--- src/hw/rx_sync_pkg.sv ---
// constants and state layout of the receiver global sync and interrupt block
// Behaviour
// channel enables power channels, reset all off
// start sync only starts already enabled channels
// pin hop enable gates all pin hops
// pin start enable gates all pin starts
// first-only mode accepts just one event
// edge select: rising edge, else high level
// per-pin enables; channels choose their pin
// soft hop enable hops selected channels
// soft start enable starts selected channels
// soft select bits pick channels for soft sync
// host writes reserved word as 0x600
// interrupt flags are read-only to writes
// gain word change sets flag when enabled
// signature load sets flag when enabled
// power monitor expiry sets flag when enabled
// reserved flag and mask bits stay zero
// gain loop mask bits gate their flags
// signature mask bits gate their flags
// power monitor mask bit gates its flag
// monitor period counted in input clock cycles
// interrupt while any flag; clear-register clears
package rx_sync_pkg;
  localparam int unsigned NUM_CH      = 6;
  localparam int unsigned NUM_PIN     = 4;
  localparam int unsigned RSSI_W      = 12;
  localparam int unsigned PM_W        = 24;
  localparam int unsigned RSVD_W      = 11;
  localparam int unsigned ADDR_W      = 3;
  localparam int unsigned DATA_W      = 16;
  // register indices on the register port
  localparam logic [2:0]  IDX_CH_EN   = 3'h0;
  localparam logic [2:0]  IDX_PIN     = 3'h1;
  localparam logic [2:0]  IDX_SOFT    = 3'h2;
  localparam logic [2:0]  IDX_RSVD    = 3'h3;
  localparam logic [2:0]  IDX_FLAGS   = 3'h4;
  localparam logic [2:0]  IDX_MASK    = 3'h5;
  localparam logic [2:0]  IDX_CLEAR   = 3'h6;
  // field positions
  localparam int unsigned PIN_HOP_EN  = 7;
  localparam int unsigned PIN_STRT_EN = 6;
  localparam int unsigned FIRST_ONLY  = 5;
  localparam int unsigned EDGE_SEL    = 4;
  localparam int unsigned SOFT_HOP    = 7;
  localparam int unsigned SOFT_STRT   = 6;
  localparam int unsigned FLAG_RSSI   = 10;
  localparam int unsigned FLAG_SIG    = 4;
  localparam int unsigned FLAG_PM     = 2;
  localparam logic [15:0] FLAG_VALID  = 16'hFFF4;
  localparam logic [10:0] RSVD_RST    = 11'h000;
  localparam logic [23:0] PM_ONE      = 24'h000001;

  typedef struct packed {
    logic [5:0]                ch_en;
    logic [7:0]                pin_cfg;
    logic [7:0]                soft_cfg;
    logic [10:0]               rsvd;
    logic [15:0]               flags;
    logic [15:0]               mask;
    logic [3:0]                s1;
    logic [3:0]                s2;
    logic [3:0]                s3;
    logic                      first_done;
    logic [23:0]               pm_cnt;
    logic [5:0][11:0]          rssi_prev;
    logic [15:0]               rdata;
    logic [5:0]                start;
    logic [5:0]                hop;
    logic                      irq;
  } state_t;
endpackage

--- src/hw/receiver_global_sync_irq_ctrl.sv ---
// channel enables, pin/soft sync distribution and interrupt flags
`timescale 1ns/1ps
module receiver_global_sync_irq_ctrl (
  input  wire logic        I_CLOCK,
  input  wire logic        I_RST,
  input  wire logic        I_WR,
  input  wire logic        I_RD,
  input  wire logic [2:0]  I_ADDR,
  input  wire logic [15:0] I_WDATA,
  output logic      [15:0] O_RDATA,
  input  wire logic [3:0]  I_SYNC_PIN,
  input  wire logic [5:0]  I_PIN_SYNC_MODE,
  input  wire logic [11:0] I_START_PIN_SEL,
  input  wire logic [11:0] I_HOP_PIN_SEL,
  input  wire logic [5:0]  I_RSSI_UPD,
  input  wire logic [71:0] I_RSSI_WORD,
  input  wire logic [5:0]  I_SIG_LOAD,
  input  wire logic [5:0]  I_SIG_MODE,
  input  wire logic        I_PM_ENABLE,
  input  wire logic [23:0] I_PM_PERIOD,
  output logic      [5:0]  O_CH_EN,
  output logic      [5:0]  O_START_SYNC,
  output logic      [5:0]  O_HOP_SYNC,
  output logic             O_IRQ
);
  rx_sync_pkg::state_t q;
  rx_sync_pkg::state_t d;
  logic [3:0]       pin_evt;
  logic [5:0]       start_req;
  logic [5:0]       hop_req;
  logic [5:0]       rssi_set;
  logic [5:0]       sig_set;
  logic [5:0][11:0] rssi_next;
  logic             soft_wr;
  logic             blocked;
  logic             pm_hit;

  assign soft_wr = I_WR && (I_ADDR == rx_sync_pkg::IDX_SOFT);
  // an accepted event locks out all later ones while first-only is set
  assign blocked = q.pin_cfg[rx_sync_pkg::FIRST_ONLY] && q.first_done;
  assign pm_hit  = I_PM_ENABLE && ((q.pm_cnt + rx_sync_pkg::PM_ONE) >= I_PM_PERIOD);

  // only the second and third sync stages are looked at
  for (genvar p = 0; p < rx_sync_pkg::NUM_PIN; p++) begin : g_pin
    assign pin_evt[p] = q.pin_cfg[p] &&
                        (q.pin_cfg[rx_sync_pkg::EDGE_SEL] ? (q.s2[p] && !q.s3[p])
                                                          : q.s2[p]);
  end

  for (genvar c = 0; c < rx_sync_pkg::NUM_CH; c++) begin : g_ch
    logic [11:0] word;
    logic        pin_start;
    logic        pin_hop;
    logic        soft_start;
    logic        soft_hop;
    assign word       = I_RSSI_WORD[c*12 +: 12];
    assign pin_start  = q.pin_cfg[rx_sync_pkg::PIN_STRT_EN] && I_PIN_SYNC_MODE[c] &&
                        pin_evt[I_START_PIN_SEL[c*2 +: 2]];
    assign pin_hop    = q.pin_cfg[rx_sync_pkg::PIN_HOP_EN] && I_PIN_SYNC_MODE[c] &&
                        pin_evt[I_HOP_PIN_SEL[c*2 +: 2]];
    assign soft_start = soft_wr && I_WDATA[rx_sync_pkg::SOFT_STRT] && I_WDATA[c];
    assign soft_hop   = soft_wr && I_WDATA[rx_sync_pkg::SOFT_HOP] && I_WDATA[c];
    // a start on a disabled channel is dropped, not deferred
    assign start_req[c] = q.ch_en[c] && (pin_start || soft_start);
    assign hop_req[c]   = pin_hop || soft_hop;
    assign rssi_set[c]  = I_RSSI_UPD[c] && (word != q.rssi_prev[c]) &&
                          q.mask[rx_sync_pkg::FLAG_RSSI + c];
    assign sig_set[c]   = I_SIG_LOAD[c] && I_SIG_MODE[c] &&
                          q.mask[rx_sync_pkg::FLAG_SIG + c];
    assign rssi_next[c] = I_RSSI_UPD[c] ? word : q.rssi_prev[c];
  end

  always_comb begin
    logic [15:0] set_v;
    logic [15:0] clr_v;
    d          = q;
    set_v      = '0;
    clr_v      = '0;
    d.s1       = I_SYNC_PIN;
    d.s2       = q.s1;
    d.s3       = q.s2;
    d.rssi_prev = rssi_next;
    d.start    = blocked ? 6'h00 : start_req;
    d.hop      = blocked ? 6'h00 : hop_req;
    if (!q.pin_cfg[rx_sync_pkg::FIRST_ONLY]) begin
      d.first_done = 1'b0;
    end else if ((|start_req) || (|hop_req)) begin
      d.first_done = 1'b1;
    end
    // power monitor period timer in input port clock cycles
    if (!I_PM_ENABLE || pm_hit) begin
      d.pm_cnt = '0;
    end else begin
      d.pm_cnt = q.pm_cnt + rx_sync_pkg::PM_ONE;
    end
    if (I_WR) begin
      case (I_ADDR)
        rx_sync_pkg::IDX_CH_EN: begin
          d.ch_en = I_WDATA[5:0];
        end
        rx_sync_pkg::IDX_PIN: begin
          d.pin_cfg = I_WDATA[7:0];
        end
        rx_sync_pkg::IDX_SOFT: begin
          d.soft_cfg = I_WDATA[7:0];
        end
        rx_sync_pkg::IDX_RSVD: begin
          d.rsvd = I_WDATA[10:0];
        end
        rx_sync_pkg::IDX_MASK: begin
          d.mask = I_WDATA & rx_sync_pkg::FLAG_VALID;
        end
        rx_sync_pkg::IDX_CLEAR: begin
          clr_v = I_WDATA;
        end
        default: begin
          // flag index and unused indices ignore writes
          clr_v = '0;
        end
      endcase
    end
    set_v[rx_sync_pkg::FLAG_RSSI +: 6] = rssi_set;
    set_v[rx_sync_pkg::FLAG_SIG +: 6]  = sig_set;
    set_v[rx_sync_pkg::FLAG_PM]        = pm_hit && q.mask[rx_sync_pkg::FLAG_PM];
    // set wins over a clear in the same cycle
    d.flags = ((q.flags & ~clr_v) | set_v) & rx_sync_pkg::FLAG_VALID;
    d.irq   = |d.flags;
    if (I_RD) begin
      case (I_ADDR)
        rx_sync_pkg::IDX_CH_EN: d.rdata = {10'h000, q.ch_en};
        rx_sync_pkg::IDX_PIN:   d.rdata = {8'h00, q.pin_cfg};
        rx_sync_pkg::IDX_SOFT:  d.rdata = {8'h00, q.soft_cfg};
        rx_sync_pkg::IDX_RSVD:  d.rdata = {5'h00, q.rsvd};
        rx_sync_pkg::IDX_FLAGS: d.rdata = q.flags;
        rx_sync_pkg::IDX_MASK:  d.rdata = q.mask;
        default:                d.rdata = 16'h0000;
      endcase
    end
  end

  always_ff @(posedge I_CLOCK or posedge I_RST) begin
    if (I_RST) begin
      q <= '0;
    end else begin
      q <= d;
    end
  end

  assign O_RDATA      = q.rdata;
  assign O_CH_EN      = q.ch_en;
  assign O_START_SYNC = q.start;
  assign O_HOP_SYNC   = q.hop;
  assign O_IRQ        = q.irq;
endmodule

--- config.mk ---
export PLATFORM = sky130hd
export DESIGN_NAME = receiver_global_sync_irq_ctrl
export DESIGN_NICKNAME = d
export VERILOG_FILES = /design/src/hw/rx_sync_pkg.sv /design/src/hw/receiver_global_sync_irq_ctrl.sv
export SDC_FILE = /design/constraint.sdc
export NUM_CORES = 1
export LEC_CHECK = 0
export BUFFER_PORTS_ARGS = -buffer_cell sky130_fd_sc_hd__clkbuf_2
export CAP_MARGIN = 20
export CORE_ASPECT_RATIO = 2
export CORE_MARGIN = 2
export CORE_UTILIZATION = 40
export DETAILED_ROUTE_END_ITERATION = 7
export PLACE_DENSITY = 0.63
export SYNTH_ARGS = -nofsm -noshare
export SYNTH_HDL_FRONTEND = slang
export SYNTH_SLANG_ARGS = --single-unit
export TNS_END_PERCENT = 50
--- constraint.sdc ---
create_clock -name I_CLOCK -period 6.38 [get_ports I_CLOCK]
set_input_delay 0.638 -clock I_CLOCK [delete_from_list [all_inputs] [get_ports I_CLOCK]]
set_output_delay 0.638 -clock I_CLOCK [all_outputs]
set_load 0.05 [all_outputs]
Word level (Yosys, flattened, before mapping)
Cells that the tools add are included.
- add/subtract/negate cells: 1
- order comparisons: 13
- equality and inequality tests: 13
- muxes and demuxes: 36
- bitwise operators: 3
- reductions and logical operators: 108
- operator list (kind ; count):
    $pmux W16 S6 ; 1
    $logic_and A1 B1 Y1 ; 80
    $ne A12 B12 Y1 ; 6
    $lt A2 B3 Y1 const B ; 12
    $mux W16 ; 2
    $add A24 B1 Y24 const B ; 1
    $bmux W1 S2 ; 12
    $ge A24 B24 Y1 ; 1
    $mux W24 ; 1
    $mux W1 ; 18
    $and A16 B16 Y16 ; 1
    $not A16 Y16 ; 1
    $or A16 B16 Y16 ; 1
    $logic_or A1 B1 Y1 ; 14
    $reduce_or A13 Y1 ; 1
    $mux W6 ; 2
    $reduce_or A6 Y1 ; 2
    $reduce_and A2 Y1 ; 5
    $eq A3 B3 Y1 const B ; 3
    $eq A3 B2 Y1 const B ; 2
    $logic_not A1 Y1 ; 5
    $eq A3 B1 Y1 const B ; 1
    $logic_not A3 Y1 ; 1
    $ne A2 B1 Y1 const B ; 1
- flip-flop bits (word level): 197
- output and inout bits: 35
- logic and storage cells: 195

Depth between registers and ports, before layout
Gate-level depths: netlist of run 1.
- depth in word-level cells: 13
- mapped depth: 15
- mapped depth without buffers: 14

Worst setup path before layout of run 1
No wires, ideal clock.
- path type: register to register
- from: register q[103] (netlist bit)
- to: register q[106] (netlist bit)
- library setup time: 0.074 ns
- data arrival time: 2.887 ns
- required time: 6.306 ns
- setup slack: 3.419 ns
- cell stages (with the launch flop): 14
- buffers on the path: 1
- period minus slack after synthesis: 2.961 ns
- cells stage by stage: dfrtp_1 nand3_1 nor3_1 and3_1 and2_1 and3_1 xor2_1 ha_1 a21o_1 a21o_1 a221oi_1 nand3b_1 clkbuf_1 nor2b_1
- RTL lines (element ; RTL line ; RTL):
    from (decl) ; receiver_global_sync_irq_ctrl.sv:26 ; rx_sync_pkg::state_t q;
    from (signal assigned) ; receiver_global_sync_irq_ctrl.sv:143 ; q <= '0;
    from (signal assigned) ; receiver_global_sync_irq_ctrl.sv:145 ; q <= d;

==> impl_metrics.env, run 1 <==
export IMPL_fin_crit_ns=3.80
export IMPL_power_frac_clock=0.344
export IMPL_seq_power_share=0.475
export IMPL_powerDensity_nw_per_um2=270
export IMPL_worst_ir_drop_vdd_mv=0.209
export IMPL_power_leakage_nw=5.51
export IMPL_crit_path_max_fanout=24
export IMPL_setup_tns_ns=0
export IMPL_row_count=82
export IMPL_hold_path_depth=1
export IMPL_synth_seq_area_share=0.492
export IMPL_finClkSkew_ns=0.00716
export IMPL_drive_gt1_frac=0.367
export IMPL_area_growth_pct=17.1
export IMPL_fp_dieH_um=228
export IMPL_cts_tree="yes"
export IMPL_reg2regPathDepth=12
export IMPL_setup_viol=0
export IMPL_critPathArrivalTime_ns=4.16
export IMPL_path_clk_slew_ns=0.07
export IMPL_drc=0
export IMPL_status="completed"
export IMPL_intPower_mw=2.25
export IMPL_dr_pass1_iters=4
export IMPL_grt_overflow=0
export IMPL_numClockSinks=197
export IMPL_grt_pass1_vias=7182
export IMPL_synth_largest_type_area_fraction=0.492
export IMPL_drt_iter0_markers=346
export IMPL_wl_per_cell_um=15.9
export IMPL_synth_edff_count=0
export IMPL_port_buffers=206
export IMPL_synth_ff_type="dfrtp_1"
export IMPL_core_region_area_sq_um=24800
export IMPL_hp_class="in -> reg"
export IMPL_cts_made_buffers=17
export IMPL_finalPower_mw=3.17
export IMPL_antenna_diode_count=0
export IMPL_placedCellCount=1333
export IMPL_max_slew_margin=0.354
export IMPL_crit_path_end_kind="flop"
export IMPL_via_per_inst=5.03
export IMPL_cp_slowest_cell="nand3b_1"
export IMPL_cp_cell_sequence="nand3_1, nor3_1, and3_1, and2_1, and3_1, xor2_1, ha_1, a21o_1, a21o_1, a221oi_1, nand3b_1, nor2b_1"
export IMPL_chipWidth_um=116
export IMPL_rsz0062_at_grt="false"
export IMPL_gp_congestion=0.805
export IMPL_nets=1214
export IMPL_netlist_area_sq_um=10000
export IMPL_fin_area_sq_um=11700
export IMPL_clock_latency_ns=0.45
export IMPL_async_flop_share=1.00
export IMPL_ys_ff_latch=197
export IMPL_p_sw_mw=0.925
export IMPL_ys_types=50
export IMPL_synth_avg_cell_area_sq_um=11.7
export IMPL_fmax_mhz=263
export IMPL_grt_pass1_wl_um=35700
export IMPL_cts_htree_levels=4
export IMPL_post_route_period_util=0.596
export IMPL_dr_total_vias=6869
export IMPL_yosysTopAreaCell="dfrtp_1"
export IMPL_die_area_sq_um=26400
export IMPL_switching_share=0.292
export IMPL_cts_root_buf="clkbuf_16"
export IMPL_finalNonFillerCells=1366
export IMPL_hold_viol_final=0
export IMPL_post_cts_buffers=0
export IMPL_ys_top_cells_by_area="dfrtp_1, mux2_2, xor2_1"
export IMPL_critPathMaxStageDelay_ns=0.74
export IMPL_cp_required_ns=6.73
export IMPL_ios=207
export IMPL_dpl_cell_area_sq_um=11100
export IMPL_slew_viol_final=0
export IMPL_routed_wl_um=21800
export IMPL_cts_resized=0
export IMPL_cp_start_kind="flop"
export IMPL_clock_path_buffers=2
export IMPL_antenna_found_initial=0
export IMPL_grtUsageTotal=0.173
export IMPL_critical_path_class="reg -> reg"
export IMPL_reg2reg_slack_ns=2.58
export IMPL_postCtsHoldBufs=0
export IMPL_synthCells=855
export IMPL_maxCapViolations=0
export IMPL_fillCellCount=2364
export IMPL_initial_core_util=0.403
export IMPL_postRouteAntennaNets=0
export IMPL_synth_net_count=1052
export IMPL_grt_max_degree=117
export IMPL_ys_warn_count=0
export IMPL_worst_pin_slew_ns=0.967
export IMPL_comb_power_share=0.181
export IMPL_place_hpwl_um=16300
==> synth_stat cells (2+ instances only) <==
cell type / count
dfrtp_1: 197
mux2_2: 119
xor2_1: 79
nand2_1: 49
inv_1: 43
nor2_1: 37
buf_4: 34
nand3_1: 31
nor2b_1: 28
ha_1: 25
a21oi_1: 23
clkbuf_1: 19
nor4_1: 18
mux4_2: 15
xnor2_1: 15
mux2i_1: 14
a32o_1: 12
buf_1: 10
o22ai_1: 9
o21ai_0: 8
and3_1: 7
a31oi_1: 6
a21o_1: 5
and2_1: 5
nor3_1: 5
o211ai_1: 4
and4_1: 3
nand4_1: 3
o21a_1: 3
o221ai_1: 3
a211oi_1: 2
a22oi_1: 2
and2_0: 2
buf_6: 2
nand2b_1: 2
or4_1: 2
==> metal layers <==
layer  vias to the layer above  track usage  wire length, um
met3                        27       0.0577             1870
met4                         0       0.0658              463
li1                       3279            -                -
met2                       231        0.272            10300
met5                         -            0                0
met1                      3332        0.219             9180
==> flip-flops by register name (all words and copies together), names as in the netlist <==
register,cells
O_RDATA,16
d,8
O_HOP_SYNC,6
O_IRQ,1
O_START_SYNC,6
O_CH_EN,6
q,154
==> layout make-up <==
| cell class | instances | area (sq um) | share of cell area |
|---|---|---|---|
| Inverter | 43 | 169 | 0.0144 |
| Timing Repair Buffer | 209 | 1070 | 0.0915 |
| Tap cell | 336 | 420 | 0.0359 |
| Clock inverter | 15 | 169 | 0.0144 |
| Clock buffer | 17 | 425 | 0.0363 |
| Multi-Input combinational cell | 549 | 4540 | 0.387 |
| Sequential cell | 197 | 4930 | 0.420 |
==> power by group through the flow <==
stage          Sequential [mW]  Clock (mW)  Combinational [mW]
3_5_place_dp              1.53           0               0.576
2_1_floorplan             1.49           0               0.463
5_1_grt                   1.53        1.19               0.630
6_report                  1.51        1.09               0.573
4_1_cts                   1.51        1.13               0.579
3_3_place_gp              1.52           0               0.564
==> final timing paths <==
check,start,end
setup / recovery,q[103],q[105]
hold / removal,I_SYNC_PIN[2],d[132]
setup reg to reg,q[103],q[105]
hold reg to reg,d[131],d[127]
max in group asynchronous,I_RST,O_CH_EN[1]
min in group asynchronous,I_RST,q[29]
==> placed cells by master (no fill, tap or decap), drive strengths merged, types with 3 or more instances in the layout <==
cell	count
dfrtp	197
nor4	18
mux2	119
a21o	5
mux2i	14
a32o	12
nand3	31
xor2	79
and2	7
nor2b	28
nand2	49
and4	3
inv	50
mux4	15
a31oi	6
nand4	3
o22ai	9
nor2	37
clkinv	3
ha	25
clkinvlp	3
a21oi	23
nor3	5
xnor2	15
o21a	3
buf	3
and3	7
o211ai	4
clkbuf	223
o21ai	8
o221ai	3
==> critical path, delay by kind of cell, from the launching register on <==
family          cells  cell delay [ns]
flops               1             0.40
simple gates        7             2.21
fa+ha+maj           1             0.27
compound gates      3             0.66
xor+xnor            1             0.18
==> cells by family after synthesis <==
logic type | synth area share
multiplexers | 0.182
AO/OA/AOI/OAI | 0.0573
buffers and inverters | 0.0552
adder cells (fa/ha/maj) | 0.0312
XOR/XNOR | 0.0822
AND/OR/NAND/NOR | 0.100
flip-flops | 0.492
==> stage by stage <==
stage | hold slack [ns] | utilization | setup slack (ns)
6_report | 0.296 | 0.472 | 2.58
5_1_grt | 0.269 | 0.472 | 2.19
4_1_cts | 0.272 | 0.471 | 2.60
3_5_place_dp | 0.336 | 0.447 | 2.61
3_3_place_gp | 0.334 | 0.447 | 2.73
2_1_floorplan | 0.331 | - | 0.373
Note: power is estimated with default switching activity, not from simulation.
==> run 2, diff against run 1 <==
clock period = 3.3 ns   (was 6.38 ns; I/O delays follow)
==> impl_metrics.env, run 2 (synthesized netlist as in run 1, its figures left out) <==
export IMPL_status="completed"
export IMPL_numClockSinks=197
export IMPL_dpl_cell_area_sq_um=11200
export IMPL_setup_viol=0
export IMPL_largest_reg_flops=154
export IMPL_ios=207
export IMPL_dr_total_vias=6980
export IMPL_worst_pin_slew_ns=0.720
export IMPL_r2r_end="q[107]"
export IMPL_critPathArrivalTime_ns=3.41
export IMPL_antenna_found_initial=0
export IMPL_worst_ir_drop_vdd_mv=0.351
export IMPL_port_buffers=206
export IMPL_gp_congestion=0.777
export IMPL_die_area_sq_um=26400
export IMPL_largest_register="q"
export IMPL_grt_overflow=0
export IMPL_row_count=82
export IMPL_rsz0062_at_grt="false"
export IMPL_grt_pass1_vias=7033
export IMPL_fp_dieH_um=228
export IMPL_crit_path_end_kind="flop"
export IMPL_grtUsageTotal=0.172
export IMPL_post_cts_buffers=0
export IMPL_core_region_area_sq_um=24800
export IMPL_critical_path_class="reg -> reg"
export IMPL_initial_core_util=0.403
export IMPL_postLayoutCoreUtil=0.482
export IMPL_crit_path_max_fanout=24
export IMPL_fmax_mhz=329
export IMPL_max_slew_margin=0.519
export IMPL_cp_start_kind="flop"
export IMPL_place_hpwl_um=16600
export IMPL_nets=1228
export IMPL_wl_per_cell_um=16.0
export IMPL_drive_gt1_frac=0.370
export IMPL_finalNonFillerCells=1380
export IMPL_finClkSkew_ns=0.00989
export IMPL_grt_pass1_wl_um=35300
export IMPL_layout_common_cells="clkbuf_2, dfrtp_1, mux2_2, xor2_1, nand2_1"
export IMPL_cts_tree="yes"
export IMPL_timing_rr_start="q[107]"
export IMPL_placedCellCount=1343
export IMPL_grt_max_degree=60
export IMPL_chipWidth_um=116
export IMPL_power_leakage_nw=5.64
export IMPL_dr_pass1_iters=5
export IMPL_routed_wl_um=22000
export IMPL_slew_viol_final=0
export IMPL_drc=0
export IMPL_hold_viol_final=0
export IMPL_cts_made_buffers=17
export IMPL_drt_iter0_markers=381
export IMPL_timing_hold_ws_ns=0.134
export IMPL_fin_crit_ns=3.04
export IMPL_crit_path_start="q[107]"
export IMPL_maxCapViolations=0
export IMPL_reg2regPathDepth=13
export IMPL_reg2reg_slack_ns=0.26
export IMPL_crit_path_end="q[107]"
export IMPL_post_route_period_util=0.922
export IMPL_via_per_inst=5.06
export IMPL_path_clk_slew_ns=0.07
export IMPL_hold_path_depth=2
export IMPL_hp_class="in -> reg"
export IMPL_fin_area_sq_um=12000
export IMPL_cts_root_buf="clkbuf_16"
export IMPL_area_growth_pct=19.5
export IMPL_clock_latency_ns=0.45
export IMPL_clock_path_buffers=2
export IMPL_postRouteAntennaNets=0
export IMPL_cts_htree_levels=4
export IMPL_powerDensity_nw_per_um2=542
export IMPL_final_common_cell="clkbuf_2"
export IMPL_antenna_diode_count=0
export IMPL_cp_required_ns=3.67
export IMPL_setup_tns_ns=0
==> run 2: cell count changes in the layout (fill, tap and decap cells not counted), moves of 2 or more <==
cell,before,now
inv_8,2,0
buf_4,2,9
clkbuf_8,0,2
inv_6,6,0
bufinv_16,2,7
dlygate4sd3_1,0,5
buf_12,0,3
==> run 2: through the flow <==
step	total power, mW	worst slack, ns
global placement	4.05	0.288
global route	6.80	0.00334
finish	6.49	0.257
CTS	6.58	0.218
detailed placement	4.09	0.248
floorplan	3.78	0.339
==> run 2: layout make-up <==
class | count | area, sq um
Clock buffer | 20 | 457
Clock inverter | 12 | 249
Fill cell | 2315 | 12900
Inverter | 43 | 165
Multi-Input combinational cell | 549 | 4540
Sequential cell | 197 | 4930
Tap cell | 336 | 420
Timing Repair Buffer | 223 | 1210
==> run 2: layer usage <==
| layer | up-vias | global-route usage | share of wire |
|---|---|---|---|
| li1 | 3306 | - | - |
| met1 | 3427 | 0.222 | 0.43 |
| met2 | 227 | 0.272 | 0.48 |
| met3 | 20 | 0.0529 | 0.074 |
| met4 | 0 | 0.0588 | 0.015 |
| met5 | - | 0 | 0 |
==> run 2: worst min path at each step <==
stage           startpoint  endpoint  slack [ns]
2_1_floorplan       d[130]    d[126]        0.33
3_3_place_gp        d[132]    d[128]        0.34
3_5_place_dp        d[133]    d[129]        0.34
4_1_cts        I_WDATA[14]    q[152]        0.11
5_1_grt        I_WDATA[14]    q[152]        0.13
6_report       I_WDATA[14]    q[152]        0.13
==> run 2: what timing repair did <==
action | CTS | global route
hold buffers | 5 | 0
endpoints found under the setup margin | 0 | 1
hold endpoints to repair | 27 | 0
resized for setup | 0 | 1
==> run 2: where the power goes <==
part	switching (mW)	leakage, nW	total, mW	internal [mW]
clock network	0.917	0.340	2.46	1.54
logic	0.604	2.91	1.12	0.516
registers	0.213	2.39	2.91	2.70
total	1.73	5.64	6.49	4.76
==> run 2: worst max-delay path: stages (launching register included) <==
cell      delay (ns)
dfrtp_1         0.39
and3_1          0.21
and3_1          0.20
and3_1          0.21
and2_1          0.18
and3_1          0.17
xor2_1          0.19
ha_1            0.27
a21o_1          0.18
a21o_1          0.17
a221oi_1        0.31
nand3b_1        0.11
buf_4           0.23
nor2b_1         0.15
